`config.mk`:
```
export PLATFORM = sky130hd
export DESIGN_NAME = wdt_top
export DESIGN_NICKNAME = d
export VERILOG_FILES = /design/src/common/wdt_pkg.sv /design/src/common/wdt_tick_if.sv /design/src/hdl/wdt_tick.sv /design/src/hdl/wdt_top.sv
export SDC_FILE = /design/constraint.sdc
export NUM_CORES = 1
export LEC_CHECK = 0
export BUFFER_PORTS_ARGS = -buffer_cell sky130_fd_sc_hd__buf_2
export CAP_MARGIN = 20
export CORE_MARGIN = 3
export CORE_UTILIZATION = 34
export DETAILED_ROUTE_END_ITERATION = 10
export REMOVE_ABC_BUFFERS = 1
export SLEW_MARGIN = 15
export SYNTH_ARGS = -nofsm -noshare
export SYNTH_HDL_FRONTEND = slang
export SYNTH_SLANG_ARGS = --single-unit
```
`constraint.sdc`:
```
create_clock -name hclk -period 3 [get_ports hclk]
set_input_delay 0.15 -clock hclk [delete_from_list [all_inputs] [get_ports hclk]]
set_output_delay 0.15 -clock hclk [all_outputs]
set_load 0.05 [all_outputs]
```
`src/common/wdt_pkg.sv`:
```
// Constants, register layout and phase type of the watchdog
package wdt_pkg;

  // ----------------------------------------------------------------
  // Widths
  // ----------------------------------------------------------------
  localparam int WDT_CNT_W = 18;
  localparam int WDT_SEL_W = 3;
  localparam int WDT_DATA_W = 32;
  localparam int WDT_ADDR_W = 12;
  localparam int WDT_ADDR_LSB = 2;

  // ----------------------------------------------------------------
  // Timing in watchdog clocks
  // ----------------------------------------------------------------
  localparam int unsigned WDT_DELAY_TICKS = 1024;
  localparam int unsigned WDT_HOLD_TICKS = 64;
  localparam int WDT_SEL_SCALE = 2;
  localparam int WDT_SEL_BASE = 4;

  // ----------------------------------------------------------------
  // Register map
  // ----------------------------------------------------------------
  localparam logic [WDT_ADDR_W-1:0] WDT_CTRL_OFS = 12'h000;
  localparam logic [WDT_DATA_W-1:0] WDT_CTRL_RESET = 32'h0000_0700;
  localparam int WDT_B_STROBE = 0;
  localparam int WDT_B_RESET_FUNCTION_ENABLE = 1;
  localparam int WDT_B_RESET_OCCURRED_FLAG = 2;
  localparam int WDT_B_FLAG = 3;
  localparam int WDT_B_IRQEN = 6;
  localparam int WDT_B_RUN = 7;
  localparam int WDT_B_SEL = 8;

  // ----------------------------------------------------------------
  // Bus encoding
  // ----------------------------------------------------------------
  localparam int WDT_HTRANS_ACT = 1;

  // ----------------------------------------------------------------
  // Phases of the counter
  // ----------------------------------------------------------------
  typedef enum logic [1:0] {
    WDT_S_COUNT,
    WDT_S_DELAY,
    WDT_S_HOLD
  } wdt_phase_t;

endpackage

```
`src/common/wdt_tick_if.sv`:
```
// Watchdog clock tick carrier between tick source and core
interface wdt_tick_if;
  logic tick;
  modport src (output tick);
  modport dst (input tick);
endinterface

```
`src/hdl/wdt_tick.sv`:
```
// Watchdog clock pin synchroniser and rising edge tick source
module wdt_tick
  import wdt_pkg::*;
(
  input wire logic hclk,
  input wire logic hresetn,
  input wire logic ce,
  input wire logic wdog_clk_in,
  wdt_tick_if.src tk
);

  typedef struct packed {
    logic [2:0] sync;
    logic lvl;
    logic tick;
  } wdt_tick_st_t;

  localparam wdt_tick_st_t TICK_RST = '{default: 1'b0};

  wdt_tick_st_t s_r;
  wdt_tick_st_t s_nxt;

  // ----------------------------------------------------------------
  // Filter and edge detect
  // ----------------------------------------------------------------
  always_comb
  begin
    s_nxt = s_r;
    s_nxt.sync = {s_r.sync[1:0], wdog_clk_in};
    s_nxt.tick = 1'b0;
    if (s_r.sync[2] == s_r.sync[1] && s_r.sync[1] != s_r.lvl)
    begin
      s_nxt.lvl = s_r.sync[1];
      s_nxt.tick = s_r.sync[1];
    end
  end

  always_ff @(posedge hclk or negedge hresetn)
  begin
    if (!hresetn)
      s_r <= TICK_RST;
    else if (ce)
      s_r <= s_nxt;
  end

  assign tk.tick = s_r.tick;

  property p_tick_level;
    @(posedge hclk) disable iff (!hresetn)
    s_r.tick && $past(ce) |-> s_r.lvl && !$past(s_r.lvl);
  endproperty
  a_tick_level: assert property (p_tick_level)
    else $error("tick without rising filtered level");

endmodule

```
`src/hdl/wdt_top.sv`:
```
// Watchdog timer core with AHB-Lite control register
// Summary of operation
// - 18-bit up-counter advanced by watchdog clock
// - Run bit starts counting; clearing resets counter
// - Reaching interval sets flag, requests interrupt
// - Flag set even with interrupt disabled
// - Flag cleared only by writing one
// - Interval is two to (2*select+4) clocks
// - Reset follows 1024 clocks after time-out
// - Clear strobe self-clears on the same clock as counter reset
// - Expired delay sets reset flag, resets CPU
// - CPU reset lasts 64 watchdog clocks
// - Reset flag survives the watchdog reset
// - Writes need unlock; flags always clearable
// - Reset enable gates CPU reset and flag
// - Reset flag at bit two, write one
// - Clear strobe at bit zero, zero ignored
module wdt_top
  import wdt_pkg::*;
#(
  parameter int unsigned DELAY_TICKS = WDT_DELAY_TICKS,
  parameter int unsigned HOLD_TICKS = WDT_HOLD_TICKS
)
(
  input wire logic hclk,
  input wire logic hresetn,
  input wire logic ce,
  input wire logic hsel,
  input wire logic [WDT_ADDR_W-1:0] haddr,
  input wire logic [1:0] htrans,
  input wire logic hwrite,
  input wire logic [2:0] hsize,
  input wire logic [WDT_DATA_W-1:0] hwdata,
  input wire logic hready,
  output logic hreadyout,
  output logic hresp,
  output logic [WDT_DATA_W-1:0] hrdata,
  input wire logic sys_unlocked,
  input wire logic wdog_clk_in,
  output logic timeout_irq,
  output logic cpu_reset_req
);

  localparam int DW = $clog2(DELAY_TICKS);
  localparam int HW = $clog2(HOLD_TICKS);
  localparam logic [DW-1:0] DLY_LAST = DW'(DELAY_TICKS - 1);
  localparam logic [HW-1:0] HOLD_LAST = HW'(HOLD_TICKS - 1);

  typedef struct packed {
    wdt_phase_t phase;
    logic [WDT_CNT_W-1:0] cnt;
    logic [DW-1:0] dly;
    logic [HW-1:0] hold;
    logic [WDT_SEL_W-1:0] interval_select;
    logic watchdog_run_enable;
    logic timeout_irq_enable;
    logic reset_function_enable;
    logic counter_clear_strobe;
    logic timeout_flag;
    logic reset_occurred_flag;
    logic wr_pend;
    logic [WDT_DATA_W-1:0] hrdata;
  } wdt_regs_t;

  localparam wdt_regs_t S_RST = '{
    phase: WDT_S_COUNT,
    cnt: '0,
    dly: '0,
    hold: '0,
    interval_select: WDT_CTRL_RESET[WDT_B_SEL +: WDT_SEL_W],
    watchdog_run_enable: WDT_CTRL_RESET[WDT_B_RUN],
    timeout_irq_enable: WDT_CTRL_RESET[WDT_B_IRQEN],
    reset_function_enable: WDT_CTRL_RESET[WDT_B_RESET_FUNCTION_ENABLE],
    counter_clear_strobe: WDT_CTRL_RESET[WDT_B_STROBE],
    timeout_flag: WDT_CTRL_RESET[WDT_B_FLAG],
    reset_occurred_flag: WDT_CTRL_RESET[WDT_B_RESET_OCCURRED_FLAG],
    wr_pend: 1'b0,
    hrdata: '0
  };

  wdt_regs_t s_r;
  wdt_regs_t s_nxt;
  wdt_tick_if tk_if ();
  logic tick;
  logic addr_hit;
  logic set_to;
  logic set_rst;
  logic clr_to;
  logic clr_rst;

  // ----------------------------------------------------------------
  // Helpers
  // ----------------------------------------------------------------
  function automatic logic [WDT_CNT_W-1:0] last_count(
    input logic [WDT_SEL_W-1:0] sel
  );
    logic [WDT_CNT_W:0] full;
    logic [WDT_CNT_W:0] m;
    full = (WDT_CNT_W + 1)'(1) << (WDT_SEL_SCALE * int'(sel) + WDT_SEL_BASE);
    m = full - (WDT_CNT_W + 1)'(1);
    return m[WDT_CNT_W-1:0];
  endfunction

  function automatic logic [WDT_DATA_W-1:0] pack_word(input wdt_regs_t r);
    logic [WDT_DATA_W-1:0] w;
    w = '0;
    w[WDT_B_SEL +: WDT_SEL_W] = r.interval_select;
    w[WDT_B_RUN] = r.watchdog_run_enable;
    w[WDT_B_IRQEN] = r.timeout_irq_enable;
    w[WDT_B_FLAG] = r.timeout_flag;
    w[WDT_B_RESET_OCCURRED_FLAG] = r.reset_occurred_flag;
    w[WDT_B_RESET_FUNCTION_ENABLE] = r.reset_function_enable;
    w[WDT_B_STROBE] = r.counter_clear_strobe;
    return w;
  endfunction

  // ----------------------------------------------------------------
  // Watchdog clock tick source
  // ----------------------------------------------------------------
  wdt_tick u_tick (
    .hclk (hclk),
    .hresetn (hresetn),
    .ce (ce),
    .wdog_clk_in (wdog_clk_in),
    .tk (tk_if.src)
  );

  assign tick = tk_if.tick;
  assign addr_hit =
    haddr[WDT_ADDR_W-1:WDT_ADDR_LSB] == WDT_CTRL_OFS[WDT_ADDR_W-1:WDT_ADDR_LSB];

  // ----------------------------------------------------------------
  // Next state
  // ----------------------------------------------------------------
  always_comb
  begin
    s_nxt = s_r;
    set_to = 1'b0;
    set_rst = 1'b0;
    clr_to = 1'b0;
    clr_rst = 1'b0;
    if (s_r.counter_clear_strobe)
      s_nxt.counter_clear_strobe = 1'b0;
    if (s_r.phase == WDT_S_HOLD)
    begin
      if (tick)
      begin
        if (s_r.hold == HOLD_LAST)
        begin
          s_nxt.phase = WDT_S_COUNT;
          s_nxt.cnt = '0;
        end
        else
          s_nxt.hold = s_r.hold + 1'b1;
      end
    end
    else if (s_r.counter_clear_strobe || !s_r.watchdog_run_enable)
    begin
      s_nxt.cnt = '0;
      s_nxt.dly = '0;
      s_nxt.phase = WDT_S_COUNT;
    end
    else if (tick)
    begin
      s_nxt.cnt = s_r.cnt + 1'b1;
      case (s_r.phase)
        WDT_S_COUNT:
        begin
          if (s_r.cnt == last_count(s_r.interval_select))
          begin
            set_to = 1'b1;
            s_nxt.phase = WDT_S_DELAY;
            s_nxt.dly = '0;
          end
        end
        WDT_S_DELAY:
        begin
          if (s_r.dly == DLY_LAST)
          begin
            if (s_r.reset_function_enable)
            begin
              set_rst = 1'b1;
              s_nxt.phase = WDT_S_HOLD;
              s_nxt.hold = '0;
            end
            else
            begin
              s_nxt.phase = WDT_S_COUNT;
              s_nxt.cnt = '0;
            end
          end
          else
            s_nxt.dly = s_r.dly + 1'b1;
        end
        default:
        begin
          s_nxt.phase = WDT_S_COUNT;
        end
      endcase
    end
    if (s_r.wr_pend)
    begin
      if (sys_unlocked)
      begin
        s_nxt.interval_select = hwdata[WDT_B_SEL +: WDT_SEL_W];
        s_nxt.watchdog_run_enable = hwdata[WDT_B_RUN];
        s_nxt.timeout_irq_enable = hwdata[WDT_B_IRQEN];
        s_nxt.reset_function_enable = hwdata[WDT_B_RESET_FUNCTION_ENABLE];
        if (hwdata[WDT_B_STROBE])
          s_nxt.counter_clear_strobe = 1'b1;
      end
      clr_to = hwdata[WDT_B_FLAG];
      clr_rst = hwdata[WDT_B_RESET_OCCURRED_FLAG];
    end
    s_nxt.timeout_flag = set_to || (s_r.timeout_flag && !clr_to);
    s_nxt.reset_occurred_flag =
      set_rst || (s_r.reset_occurred_flag && !clr_rst);
    s_nxt.wr_pend = hsel && hready && htrans[WDT_HTRANS_ACT] && hwrite &&
      addr_hit;
    if (hsel && hready && htrans[WDT_HTRANS_ACT] && !hwrite && addr_hit)
      s_nxt.hrdata = pack_word(s_nxt);
    else
      s_nxt.hrdata = '0;
  end

  // ----------------------------------------------------------------
  // State register
  // ----------------------------------------------------------------
  always_ff @(posedge hclk or negedge hresetn)
  begin
    if (!hresetn)
      s_r <= S_RST;
    else if (ce)
      s_r <= s_nxt;
  end

  // ----------------------------------------------------------------
  // Outputs
  // ----------------------------------------------------------------
  assign hreadyout = ce;
  assign hresp = 1'b0;
  assign hrdata = s_r.hrdata;
  assign timeout_irq = s_r.timeout_flag && s_r.timeout_irq_enable;
  assign cpu_reset_req = s_r.phase == WDT_S_HOLD;

  // ----------------------------------------------------------------
  // Assertions
  // ----------------------------------------------------------------
  property p_timeout_sets_flag;
    @(posedge hclk) disable iff (!hresetn)
    (ce && tick && s_r.phase == WDT_S_COUNT && s_r.watchdog_run_enable &&
     !s_r.counter_clear_strobe &&
     s_r.cnt == last_count(s_r.interval_select))
    |=> s_r.timeout_flag && s_r.phase == WDT_S_DELAY;
  endproperty
  a_timeout_sets_flag: assert property (p_timeout_sets_flag)
    else $error("time-out did not set flag");

  property p_flag_without_irq;
    @(posedge hclk) disable iff (!hresetn)
    (ce && tick && s_r.phase == WDT_S_COUNT && s_r.watchdog_run_enable &&
     !s_r.counter_clear_strobe && !s_r.timeout_irq_enable &&
     !(s_r.wr_pend && sys_unlocked) &&
     s_r.cnt == last_count(s_r.interval_select))
    |=> s_r.timeout_flag && !timeout_irq;
  endproperty
  a_flag_without_irq: assert property (p_flag_without_irq)
    else $error("flag wrong with interrupt disabled");

  property p_disable_clears;
    @(posedge hclk) disable iff (!hresetn)
    (ce && !s_r.watchdog_run_enable && s_r.phase != WDT_S_HOLD)
    |=> s_r.cnt == '0;
  endproperty
  a_disable_clears: assert property (p_disable_clears)
    else $error("disabled watchdog kept its count");

  property p_flag_sticky;
    @(posedge hclk) disable iff (!hresetn)
    (s_r.timeout_flag && !(ce && s_r.wr_pend && hwdata[WDT_B_FLAG]))
    |=> s_r.timeout_flag;
  endproperty
  a_flag_sticky: assert property (p_flag_sticky)
    else $error("time-out flag lost without write of one");

  property p_strobe_auto;
    @(posedge hclk) disable iff (!hresetn)
    (ce && s_r.counter_clear_strobe && s_r.phase != WDT_S_HOLD &&
     !s_r.wr_pend)
    |=> !s_r.counter_clear_strobe && s_r.cnt == '0;
  endproperty
  a_strobe_auto: assert property (p_strobe_auto)
    else $error("clear strobe did not reset counter and self-clear");

  property p_delay_resets;
    @(posedge hclk) disable iff (!hresetn)
    (ce && tick && s_r.phase == WDT_S_DELAY && s_r.dly == DLY_LAST &&
     s_r.watchdog_run_enable && !s_r.counter_clear_strobe &&
     s_r.reset_function_enable)
    |=> cpu_reset_req && s_r.reset_occurred_flag;
  endproperty
  a_delay_resets: assert property (p_delay_resets)
    else $error("expired delay did not reset CPU");

  property p_no_reset_disabled;
    @(posedge hclk) disable iff (!hresetn)
    (ce && s_r.phase != WDT_S_HOLD && !s_r.reset_function_enable &&
     !s_r.wr_pend)
    |=> !cpu_reset_req && s_r.reset_occurred_flag ==
        $past(s_r.reset_occurred_flag);
  endproperty
  a_no_reset_disabled: assert property (p_no_reset_disabled)
    else $error("reset generated while reset function disabled");

  property p_hold_length;
    @(posedge hclk) disable iff (!hresetn)
    (cpu_reset_req && !(ce && tick && s_r.hold == HOLD_LAST))
    |=> cpu_reset_req;
  endproperty
  a_hold_length: assert property (p_hold_length)
    else $error("CPU reset released early");

  property p_hold_start;
    @(posedge hclk) disable iff (!hresetn)
    $rose(cpu_reset_req) |-> s_r.hold == '0;
  endproperty
  a_hold_start: assert property (p_hold_start)
    else $error("CPU reset hold count not started at zero");

  property p_locked_write;
    @(posedge hclk) disable iff (!hresetn)
    (ce && s_r.wr_pend && !sys_unlocked)
    |=> s_r.watchdog_run_enable == $past(s_r.watchdog_run_enable) &&
        s_r.interval_select == $past(s_r.interval_select) &&
        s_r.reset_function_enable == $past(s_r.reset_function_enable);
  endproperty
  a_locked_write: assert property (p_locked_write)
    else $error("locked write changed protected bits");

  property p_reset_occurred_flag_sticky;
    @(posedge hclk) disable iff (!hresetn)
    (s_r.reset_occurred_flag && !(ce && s_r.wr_pend && hwdata[WDT_B_RESET_OCCURRED_FLAG]))
    |=> s_r.reset_occurred_flag;
  endproperty
  a_reset_occurred_flag_sticky: assert property (p_reset_occurred_flag_sticky)
    else $error("reset flag lost without write of one");

  property p_irq_drops;
    @(posedge hclk) disable iff (!hresetn)
    (ce && s_r.wr_pend && hwdata[WDT_B_FLAG] && !set_to) |=> !timeout_irq;
  endproperty
  a_irq_drops: assert property (p_irq_drops)
    else $error("interrupt stayed high after flag cleared");

  c_timeout: cover property (@(posedge hclk) disable iff (!hresetn)
    $rose(s_r.timeout_flag));
  c_cpu_reset: cover property (@(posedge hclk) disable iff (!hresetn)
    $fell(cpu_reset_req));
  c_strobe: cover property (@(posedge hclk) disable iff (!hresetn)
    s_r.counter_clear_strobe && s_r.phase == WDT_S_DELAY);
  c_locked: cover property (@(posedge hclk) disable iff (!hresetn)
    ce && s_r.wr_pend && !sys_unlocked);

endmodule

```
==> results of run 1 <==
## cell families after synthesis
family | synth area share
other | 0.000986
buffers and inverters | 0.105
multiplexers | 0.0500
XOR/XNOR | 0.0576
flip-flops | 0.396
AO/OA/AOI/OAI | 0.133
adder cells (fa/ha/maj) | 0.0296
AND/OR/NAND/NOR | 0.228
## routing by layer
metal / vias up / routed length, um / GRT usage / part of all wire
met4: 0 / 153 / 0.0608 / 0.019
li1: 1526 / - / - / -
met1: 1458 / 3940 / 0.177 / 0.48
met3: 9 / 431 / 0.0277 / 0.052
met5: - / 0 / 0 / 0
met2: 87 / 3710 / 0.208 / 0.45
## power by group
part           total (W)  internal (W)  switching [W]
Clock           0.000732      0.000385       0.000347
Combinational   0.000272     0.0000940       0.000178
Sequential      0.000847      0.000829      0.0000186
Total            0.00185       0.00131       0.000543
## repair_timing
action                     in CTS  in global routing
hold endpoints to repair        0                 45
buffers inserted                0                  1
gates resized for setup         0                 17
setup endpoints to repair       0                 13
hold buffers                    0                  1
## state kept, by name (all words and copies together), names as in the netlist
register,flops
s_r,46
hrdata,9
u_tick.s_nxt,2
u_tick.s_r,2
u_tick.tk.tick,1
## worst max-delay path: cells and delay by family, from the launching register on
kind / cells / cell delay [ns]
fa+ha+maj: 2 / 0.42
flops: 1 / 0.54
buf+inv: 2 / 0.21
mux: 1 / 0.19
compound gates: 2 / 0.30
simple gates: 4 / 1.12
## layout make-up
type / count / area (um^2) / area share
Clock inverter: 7 / 75.1 / 0.0173
Inverter: 23 / 86.3 / 0.0199
Timing Repair Buffer: 54 / 324 / 0.0747
Clock buffer: 9 / 124 / 0.0286
Multi-Input combinational cell: 316 / 2050 / 0.473
Sequential cell: 60 / 1510 / 0.347
Tap cell: 136 / 170 / 0.0392
## worst max-delay path by stage
stage                 start      end  slack [ns]
finish              s_r[41]  s_r[52]        0.08
global placement    s_r[41]  s_r[48]        0.05
CTS                 s_r[40]  s_r[52]        0.01
detailed placement  s_r[40]  s_r[52]        0.04
floorplan           s_r[40]  s_r[48]       -0.11
global route        s_r[41]  s_r[52]       -0.08
## per-stage QoR
stage	utilization	setup TNS, ns	area [um^2]	hold WS, ns	std cells
floorplan	-	-1.02	3580	-0.146	399
global placement	0.380	0	4030	0.386	586
detailed placement	0.380	0	4030	0.385	586
CTS	0.399	0	4230	0.0144	602
global route	0.409	-0.494	4340	0.0318	605
finish	0.409	0	4340	0.0308	605
## cells in the final DEF, fill, tap and decap left out, types with 11 or more instances in the layout
cell type,synthesis,layout
sky130_fd_sc_hd__nand2_1,41,41
sky130_fd_sc_hd__inv_1,23,21
sky130_fd_sc_hd__o21ai_0,19,17
sky130_fd_sc_hd__mux2_2,16,16
sky130_fd_sc_hd__nor2_1,27,27
sky130_fd_sc_hd__a21oi_1,11,11
sky130_fd_sc_hd__nand4_1,14,14
sky130_fd_sc_hd__xnor2_1,18,17
sky130_fd_sc_hd__buf_2,3,38
sky130_fd_sc_hd__dfrtp_1,57,57
sky130_fd_sc_hd__conb_1,1,24
sky130_fd_sc_hd__nand3_1,18,18
sky130_fd_sc_hd__buf_4,34,12
==> impl_results.rst, run 1 <==
.. list-table::
   :header-rows: 1

   * - Metric
     - Value
   * - Outcome
     - finished, final reports clean
   * - Number of buffers on the longest clock path
     - 2
   * - Global route total overflow
     - 0
   * - Number of DRC markers in iteration 0
     - 100
   * - Max FO, Critical Path
     - 5
   * - Startpoint of the worst-slack reg-to-reg timing path
     - s_r[41]
   * - Commonest cells in the netlist
     - sky130_fd_sc_hd__dfrtp_1, sky130_fd_sc_hd__nand2_1, sky130_fd_sc_hd__buf_4
   * - Number of port buffers
     - 39
   * - Worst path most repeated cell
     - sky130_fd_sc_hd__ha_4
   * - DIE AREA
     - 12500 um^2
   * - Overall die width
     - 112 um
   * - Die height
     - 112 um
   * - Register clock-pin slew on the reported worst setup and hold paths
     - 0.08 ns
   * - Startpoint class of the critical path
     - register
   * - Number of enable flip-flop cells after synthesis
     - 0
   * - Final net count
     - 530
   * - H-tree level count
     - 3
   * - Top cell type's share of synthesized area
     - 0.375
   * - Max VDD drop
     - 0.231 mV
   * - Post-synthesis area per instance
     - 8.97 um^2
   * - Core ar.
     - 10600 um^2
   * - Unrepaired setup endpoints after global routing
     - true
   * - Register-to-register setup slack
     - between 0.08 and 0.09 ns
   * - Slowest CP cell
     - sky130_fd_sc_hd__or4b_4
   * - Static Leakage
     - 1.87 nW
   * - DRC violation count after routing
     - 0
   * - Fin crit share
     - 0.972
   * - Number of antenna-violating nets in the routed design
     - 0
   * - Routed len/inst
     - 13.6 um
   * - Cells taking the most area after synthesis
     - sky130_fd_sc_hd__dfrtp_1, sky130_fd_sc_hd__buf_4, sky130_fd_sc_hd__mux2_2
   * - Endpoints failing setup
     - 0
   * - Max-cap violations
     - 0
   * - Element type at the critical path end
     - register
   * - Total Power
     - 0.00185 W
   * - Primary FF master, synth
     - sky130_fd_sc_hd__dfrtp_1
   * - Clock tree root driver cell
     - sky130_fd_sc_hd__clkbuf_8
   * - Share of layout cells above drive strength 1
     - 0.239
   * - Hold Path Origin
     - wdog_clk_in
   * - Delay contributed by the slowest stage of the critical path
     - ~0.57 ns
   * - Number of placement rows
     - 37
   * - Layout Skew
     - 0.0143 ns
   * - Antenna violations before repair
     - 0
   * - Total via count after detailed routing
     - around 3100
   * - Last weighted congestion value of the routability-driven placer
     - 0.802
   * - Cell type contributing the most total cell area after synthesis
     - sky130_fd_sc_hd__dfrtp_1
   * - Arrival time of the worst setup path
     - between 3 and 4 ns
   * - Maximum clock frequency
     - 343 MHz
   * - Post-DP HPWL
     - just under 6000 um
   * - Proportion of synthesized flip-flops having asynchronous set or reset
     - 1.00
   * - Count of filler cells inserted in the layout
     - 1044
   * - FF-to-FF End
     - s_r[52]
   * - Synthesis-to-layout area growth
     - 14.1%
   * - Total clock buffers created by CTS
     - 9
   * - CTS tree
     - yes
   * - Later-pin clock latency in the skew report
     - 0.34 ns
   * - Largest net degree at the start of global routing
     - 50
   * - Vias in the first global route
     - 2993
   * - Final hold violation count
     - 0
   * - Post-Syn Area
     - 3800 um^2
   * - Final WS setup
     - 0.0838 ns
   * - Flop and latch count out of synthesis
     - 60
   * - Proportion of synthesized chip area in sequential cells
     - 0.396
   * - Worst Path Required
     - ~3.2 ns
   * - Hold-critical path depth
     - 2
   * - Worst-case hold path end point
     - u_tick.s_nxt[3]
   * - First-pass detailed-route iteration total
     - 4
   * - Worst relative slew slack
     - 0.514
   * - Transition time of the tightest slew-check pin
     - 0.723 ns
   * - GR Util All Layers
     - 0.133
   * - Count of clock tree sinks
     - 60
   * - Type of the worst setup path
     - reg -> reg
   * - Number of max-slew violations in the final report
     - 0
   * - Global-route wire length before repair
     - approximately 14000 um
   * - Leading cell type by number of instances after synthesis
     - sky130_fd_sc_hd__dfrtp_1
   * - Count of warnings emitted by yosys
     - 0
   * - Vias per cell
     - 5.09
   * - Worst reg2reg path depth
     - 11
   * - Number of standard cells after synthesis
     - 424
   * - Drt total wl
     - 8230 um
   * - Fin crit period
     - 2.92 ns
   * - Top Ports
     - 93
   * - Classification of the worst-slack hold path
     - in -> reg
   * - Ordered list of cells on the worst path
     - inv_2 -> ha_4 -> or4b_4 -> ha_4 -> nor3b_1 -> or2_2 -> mux2i_2 -> nand4_1 -> o21ai_2 -> buf_6 -> a31oi_4
   * - Worst Setup Slack post-DPL
     - 0.0367 ns
   * - Number of antenna repair diodes
     - 0
   * - Post-synthesis cell type count
     - 58
   * - Initial core utilization
     - 0.359
   * - Power Dens Cells
     - 427 nW/um^2
Power figures use the tool's default switching activity.
==> run 2, diff against run 1 <==
==> constraint.sdc (replaced) <==
create_clock -name hclk -period 2.96 [get_ports hclk]
set_input_delay 0.148 -clock hclk [delete_from_list [all_inputs] [get_ports hclk]]
set_output_delay 0.148 -clock hclk [all_outputs]
set_load 0.05 [all_outputs]
==> run 2 against run 1 <==
  * Critical path depth unchanged
  * Highest routed layer unchanged
  * Power up 6.5%
  * Wire length is 0.44% lower
  * Core utilization grew 0.26 points
  * Non-clock buffer count grew 1
  * Sequential power up 1%
  * Largest power group unchanged
  * Global-route usage up 0.085 points
  * Clock power grew 14%
  * Critical path type unchanged
  * Worst setup slack got worse by 0.021 ns
==> impl_results.rst, run 2 (synthesis results as in run 1) <==
.. list-table::
   :header-rows: 1

   * - Metric
     - Value
   * - Unrepaired setup endpoints after global routing
     - true
   * - Static Leakage
     - 1.89 nW
   * - Vias per cell
     - 5.10
   * - Part of the total power dissipated in the clock network
     - 0.424
   * - Top Ports
     - 93
   * - Combinational share of power
     - 0.141
   * - Register-to-register setup slack
     - 0.06 ns
   * - Initial core utilization
     - 0.359
   * - Finished Layout Cells
     - 606
   * - Worst Path Required
     - between 3 and 4 ns
   * - Endpoints failing setup
     - 0
   * - Count of clock tree sinks
     - 60
   * - Core ar.
     - 10600 um^2
   * - Global-route wire length before repair
     - about 14000 um
   * - Later-pin clock latency in the skew report
     - between 0.3 and 0.4 ns
   * - Routed len/inst
     - roughly 14 um
   * - Number of antenna repair diodes
     - 0
   * - Number of max-slew violations in the final report
     - 0
   * - Element type at the critical path end
     - register
   * - Clock tree root driver cell
     - sky130_fd_sc_hd__clkbuf_8
   * - Max-cap violations
     - 0
   * - Total clock buffers created by CTS
     - 9
   * - Sequential group share of total power
     - 0.435
   * - Count of placed standard cells including taps
     - 588
   * - Hold Path Origin
     - wdog_clk_in
   * - Tightest hold margin
     - 0.0416 ns
   * - Net Switching
     - 0.000535 W
   * - Largest register by flop count
     - s_r
   * - Largest register FFs
     - 46
   * - Drt total wl
     - 8190 um
   * - Antenna violations before repair
     - 0
   * - Startpoint class of the critical path
     - register
   * - Startpoint of the worst-slack reg-to-reg timing path
     - s_r[40]
   * - Transition time of the tightest slew-check pin
     - a little under 0.7 ns
   * - Internal power component
     - ~0.0014 W
   * - First-pass detailed-route iteration total
     - 4
   * - Layout Skew
     - 0.0144 ns
   * - Overall die width
     - 112 um
   * - Final net count
     - 531
   * - Power Dens Cells
     - between 400 and 500 nW/um^2
   * - Number of buffers on the longest clock path
     - 2
   * - Classification of the worst-slack hold path
     - in -> reg
   * - Maximum clock frequency
     - 345 MHz
   * - Die height
     - 112 um
   * - Global route total overflow
     - 0
   * - Total Power
     - 0.00197 W
   * - Arrival time of the worst setup path
     - between 3 and 4 ns
   * - Largest net degree at the start of global routing
     - 33
   * - Share of layout cells above drive strength 1
     - 0.243
   * - H-tree level count
     - 3
   * - Type of the worst setup path
     - reg -> reg
   * - Synthesis-to-layout area growth
     - 14.8%
   * - Fin crit share
     - 0.979
   * - Highest-count cells in the layout ignoring fill and taps
     - sky130_fd_sc_hd__dfrtp_1, sky130_fd_sc_hd__nand2_1, sky130_fd_sc_hd__buf_2
   * - Hold-critical path depth
     - 2
   * - GR Util All Layers
     - 0.134
   * - Max FO, Critical Path
     - 3
   * - Number of DRC markers in iteration 0
     - 194
   * - Worst reg2reg path depth
     - 11
   * - Total via count after detailed routing
     - 3091
   * - Worst-case hold path end point
     - u_tick.s_nxt[3]
   * - Vias in the first global route
     - 2989
   * - Post-DP HPWL
     - a little under 6000 um
   * - Final hold violation count
     - 0
   * - DRC violation count after routing
     - 0
   * - Switching fraction of total power
     - 0.271
   * - Fin crit period
     - approximately 2.9 ns
   * - Count of filler cells inserted in the layout
     - 1030
   * - Number of antenna-violating nets in the routed design
     - 0
   * - Number of port buffers
     - 39
   * - Max VDD drop
     - 0.297 mV
   * - Last weighted congestion value of the routability-driven placer
     - roughly 0.84
   * - DIE AREA
     - 12500 um^2
   * - Most common cell after layout, fill and taps aside
     - sky130_fd_sc_hd__dfrtp_1
   * - CTS tree
     - yes
   * - Register clock-pin slew on the reported worst setup and hold paths
     - approximately 0.08 ns
   * - Outcome
     - finished, final reports clean
   * - Worst relative slew slack
     - 0.538
   * - Number of placement rows
     - 37
   * - FF-to-FF End
     - s_r[76]
## run 2: cell count changes in the layout (fill, tap and decap cells not counted), moves of 2 or more
cell,delta
sky130_fd_sc_hd__a31oi_1,+2
sky130_fd_sc_hd__buf_4,+2
sky130_fd_sc_hd__buf_6,-2
sky130_fd_sc_hd__clkinvlp_4,-2
sky130_fd_sc_hd__o21ai_0,+2
sky130_fd_sc_hd__o21ai_1,-2
## run 2: through the flow
| step | utilization | instance area (um^2) | setup slack [ns] | setup TNS, ns |
|---|---|---|---|---|
| 6_report | 0.412 | 4370 | 0.0632 | 0 |
| 5_1_grt | 0.412 | 4370 | -0.0529 | -0.0762 |
| 4_1_cts | 0.405 | 4300 | 0.0139 | 0 |
| 3_5_place_dp | 0.382 | 4050 | -0.0500 | -0.361 |
| 3_3_place_gp | 0.382 | 4050 | 0.0176 | 0 |
| 2_1_floorplan | - | 3580 | -0.155 | -1.45 |
## run 2: metal layers
metal	GRT usage	share of wire
met1	0.185	0.49
met4	0.0487	0.012
met2	0.207	0.45
met3	0.0277	0.052
met5	0	0
## run 2: critical path: stages (launching register included)
cell and delay [ns]:
sky130_fd_sc_hd__dfstp_2 0.53, sky130_fd_sc_hd__inv_2 0.05, sky130_fd_sc_hd__ha_4 0.23, sky130_fd_sc_hd__or4b_4 0.57, sky130_fd_sc_hd__ha_4 0.29, sky130_fd_sc_hd__xor2_1 0.15, sky130_fd_sc_hd__nand4_1 0.12, sky130_fd_sc_hd__nor3_2 0.22
sky130_fd_sc_hd__and3_4 0.23, sky130_fd_sc_hd__nand4_1 0.19, sky130_fd_sc_hd__buf_4 0.22, sky130_fd_sc_hd__nand2_2 0.04
## run 2: worst max path at each step
stage                          to    start
after floorplan           s_r[48]  s_r[40]
after global placement    s_r[48]  s_r[40]
after detailed placement  s_r[51]  s_r[40]
after CTS                 s_r[51]  s_r[41]
after global routing      s_r[76]  s_r[40]
final                     s_r[76]  s_r[40]
## run 2: timing repair
action,4_1_cts,5_1_grt
endpoints found under the hold margin,22,0
setup endpoints to repair,11,13
pin swaps,2,6
gates resized for setup,3,12
hold buffers,1,0
setup buffers,0,1
## run 2: area by class of cell
| class | instances | area (um^2) | area share |
|---|---|---|---|
| Inverter | 23 | 86.3 | 0.0198 |
| Sequential cell | 60 | 1510 | 0.345 |
| Clock buffer | 11 | 141 | 0.0324 |
| Timing Repair Buffer | 55 | 322 | 0.0737 |
| Clock inverter | 5 | 85.1 | 0.0195 |
| Tap cell | 136 | 170 | 0.0390 |
| Multi-Input combinational cell | 316 | 2060 | 0.471 |
## run 2: power by group through the flow
stage / clock, W / combinational [W] / sequential (W)
6_report: 0.000836 / 0.000277 / 0.000858
5_1_grt: 0.000903 / 0.000304 / 0.000861
4_1_cts: 0.000865 / 0.000266 / 0.000858
3_5_place_dp: 0 / 0.000261 / 0.000874
3_3_place_gp: 0 / 0.000256 / 0.000872
2_1_floorplan: 0 / 0.000173 / 0.000871
==> run 3, diff against run 2 <==
--- a/config.mk
+++ b/config.mk
@@ -11,7 +11,7 @@
 export CORE_UTILIZATION = 34
 export DETAILED_ROUTE_END_ITERATION = 10
 export REMOVE_ABC_BUFFERS = 1
-export SLEW_MARGIN = 15
+export SLEW_MARGIN = 20
 export SYNTH_ARGS = -nofsm -noshare
 export SYNTH_HDL_FRONTEND = slang
 export SYNTH_SLANG_ARGS = --single-unit
==> constraint.sdc (replaced) <==
create_clock -name hclk -period 3.65 [get_ports hclk]
set_input_delay 0.1825 -clock hclk [delete_from_list [all_inputs] [get_ports hclk]]
set_output_delay 0.1825 -clock hclk [all_outputs]
set_load 0.05 [all_outputs]
==> run 3 against run 2 <==
  * Fmax is 12% lower
  * Power is 23% lower
  * Clock-buffer cell count is 1 lower
  * Core utilization is 1.6 points lower
  * Largest power group unchanged
  * Via count is 0.55% lower
  * Highest routed layer unchanged
  * Clock skew is 0.0037 ns lower
  * Sequential cell count stayed put
==> impl_results.rst, run 3 (synthesis results as in run 1) <==
.. list-table::
   :header-rows: 1

   * - Metric
     - Value
   * - Outcome
     - finished, final reports clean
   * - Met3 usage
     - 0.0299
   * - Antenna violations before repair
     - 0
   * - Overall die width
     - roughly 110 um
   * - Max-cap violations
     - 0
   * - Unrepaired setup endpoints after global routing
     - false
   * - Type of the worst setup path
     - reg -> reg
   * - Final hold violation count
     - 0
   * - Initial core utilization
     - 0.359
   * - Worst reg2reg path depth
     - 10
   * - Number of port buffers
     - 39
   * - Core ar.
     - between 10000 and 15000 um^2
   * - Drt total wl
     - around 8000 um
   * - Net Switching
     - ~0.00044 W
   * - Internal power component
     - about 0.0011 W
   * - Number of DRC markers in iteration 0
     - 164
   * - CTS tree
     - yes
   * - Number of buffers on the longest clock path
     - 2
   * - Final net count
     - around 520
   * - First-pass detailed-route iteration total
     - 4
   * - Register-to-register setup slack
     - about 0.35 ns
   * - Top Ports
     - 93
   * - Placed cell areas
     - 3980 um^2
   * - Part of the total power dissipated in the clock network
     - 0.411
   * - Number of antenna repair diodes
     - 0
   * - DIE AREA
     - approximately 12000 um^2
   * - Global route total overflow
     - 0
   * - Combinational share of power
     - 0.133
   * - GR Util All Layers
     - 0.133
   * - DRC violation count after routing
     - 0
   * - Max VDD drop
     - 0.163 mV
   * - Element type at the critical path end
     - register
   * - Hold-critical path depth
     - 2
   * - FF-to-FF End
     - s_r[55]
   * - Worst Setup Slack post-DPL
     - 0.400 ns
   * - Post-layout instance area
     - 4200 um^2
   * - Fin crit share
     - 0.904
   * - Largest register by flop count
     - s_r
   * - Layout Skew
     - 0.0107 ns
   * - Global-route wire length before repair
     - 13900 um
   * - Highest-count cells in the layout ignoring fill and taps
     - sky130_fd_sc_hd__dfrtp_1, sky130_fd_sc_hd__nand2_1, sky130_fd_sc_hd__buf_2
   * - Final WS setup
     - around 0.35 ns
   * - Switching fraction of total power
     - 0.289
   * - Met1 GRT Util
     - 0.183
   * - Transition time of the tightest slew-check pin
     - 0.797 ns
   * - Die height
     - 112 um
   * - Number of placement rows
     - 37
   * - Post-CTS setup-driven buffer insertion count
     - 0
   * - Largest net degree at the start of global routing
     - 35
   * - Endpoints failing setup
     - 0
   * - Worst relative slew slack
     - 0.469
   * - Clock tree root driver cell
     - sky130_fd_sc_hd__clkbuf_8
   * - Routed len/inst
     - 13.4 um
   * - Startpoint class of the critical path
     - register
   * - Total via count after detailed routing
     - 3074
   * - Largest register FFs
     - 46
   * - Worst-case hold path end point
     - u_tick.s_nxt[3]
   * - Startpoint of the worst-slack reg-to-reg timing path
     - s_r[41]
   * - Synthesis-to-layout area growth
     - 10.4%
   * - Share of layout cells above drive strength 1
     - 0.202
   * - Total clock buffers created by CTS
     - 9
   * - Met2 capacity usage during global routing
     - 0.203
   * - H-tree level count
     - 3
   * - Most common cell after layout, fill and taps aside
     - sky130_fd_sc_hd__dfrtp_1
   * - Later-pin clock latency in the skew report
     - 0.34 ns
   * - Sequential group share of total power
     - 0.456
   * - Power Dens Cells
     - 363 nW/um^2
   * - Arrival time of the worst setup path
     - around 3.5 ns
   * - Count of clock tree sinks
     - 60
   * - Post-Route Utilization
     - 0.396
   * - Vias per cell
     - 5.16
   * - Register clock-pin slew on the reported worst setup and hold paths
     - 0.08 ns
   * - Hold Path Origin
     - wdog_clk_in
   * - Static Leakage
     - 1.83 nW
   * - Last weighted congestion value of the routability-driven placer
     - 0.821
   * - Peak-usage layer in the global routing report
     - met2
   * - Fin crit period
     - 3.30 ns
   * - Classification of the worst-slack hold path
     - in -> reg
   * - Post-DP HPWL
     - 5850 um
   * - Max FO, Critical Path
     - 10
   * - Number of max-slew violations in the final report
     - 0
   * - Number of antenna-violating nets in the routed design
     - 0
   * - Maximum clock frequency
     - roughly 300 MHz
   * - Worst Path Required
     - 3.85 ns
   * - Total negative setup slack
     - 0 ns
   * - Vias in the first global route
     - 2975
run 3: metrics by stage:
stage	power, W	hold slack, ns	instances
after global placement	0.000908	0.302	579
after CTS	0.00154	0.0494	596
after global routing	0.00160	0.0651	596
final	0.00153	0.0663	596
after detailed placement	0.000911	0.315	579
after floorplan	0.000847	-0.113	399
run 3: power by group through the flow:
| stage | Clock [W] | Combinational [W] | Sequential, W |
|---|---|---|---|
| floorplan | 0 | 0.000140 | 0.000707 |
| global placement | 0 | 0.000200 | 0.000708 |
| detailed placement | 0 | 0.000203 | 0.000709 |
| CTS | 0.000645 | 0.000204 | 0.000696 |
| global route | 0.000672 | 0.000225 | 0.000699 |
| finish | 0.000627 | 0.000203 | 0.000696 |
run 3: routing by layer:
| layer | up-vias | wire length, um | share of wire |
|---|---|---|---|
| li1 | 1508 | - | - |
| met1 | 1454 | 3820 | 0.48 |
| met2 | 98 | 3510 | 0.44 |
| met3 | 14 | 484 | 0.061 |
| met4 | 0 | 153 | 0.019 |
| met5 | - | 0 | 0 |
run 3: worst max-delay path: stages (launching register included):
cell and delay (ns):
sky130_fd_sc_hd__dfstp_2 0.58, sky130_fd_sc_hd__inv_1 0.08, sky130_fd_sc_hd__ha_1 0.29, sky130_fd_sc_hd__or4b_4 0.51, sky130_fd_sc_hd__ha_1 0.27, sky130_fd_sc_hd__nor3b_1 0.17
sky130_fd_sc_hd__or2_2 0.27, sky130_fd_sc_hd__mux2i_1 0.27, sky130_fd_sc_hd__nand4_1 0.15, sky130_fd_sc_hd__o21ai_2 0.41, sky130_fd_sc_hd__o21ai_0 0.16
run 3: worst max path at each step:
stage                    to  startpoint  cells after the start
floorplan           s_r[48]     s_r[40]                     10
global placement    s_r[48]     s_r[41]                     10
detailed placement  s_r[55]     s_r[41]                     10
CTS                 s_r[55]     s_r[41]                     10
global route        s_r[49]     s_r[41]                     10
finish              s_r[55]     s_r[41]                     10
run 3: cell type report:
cell class / instances / area, um^2
clock inverters: 6 / 71.3
well taps: 136 / 170
repair buffers: 45 / 243
multi-input cells: 316 / 1990
fillers: 1041 / 6400
clock buffers: 10 / 138
flip-flops and latches: 60 / 1510
inverters: 23 / 86.3
run 3: what timing repair did:
| action | in CTS | in global routing |
|---|---|---|
| gates resized for setup | 0 | 0 |
| hold endpoints to repair | 32 | 0 |
| hold buffers | 1 | 0 |
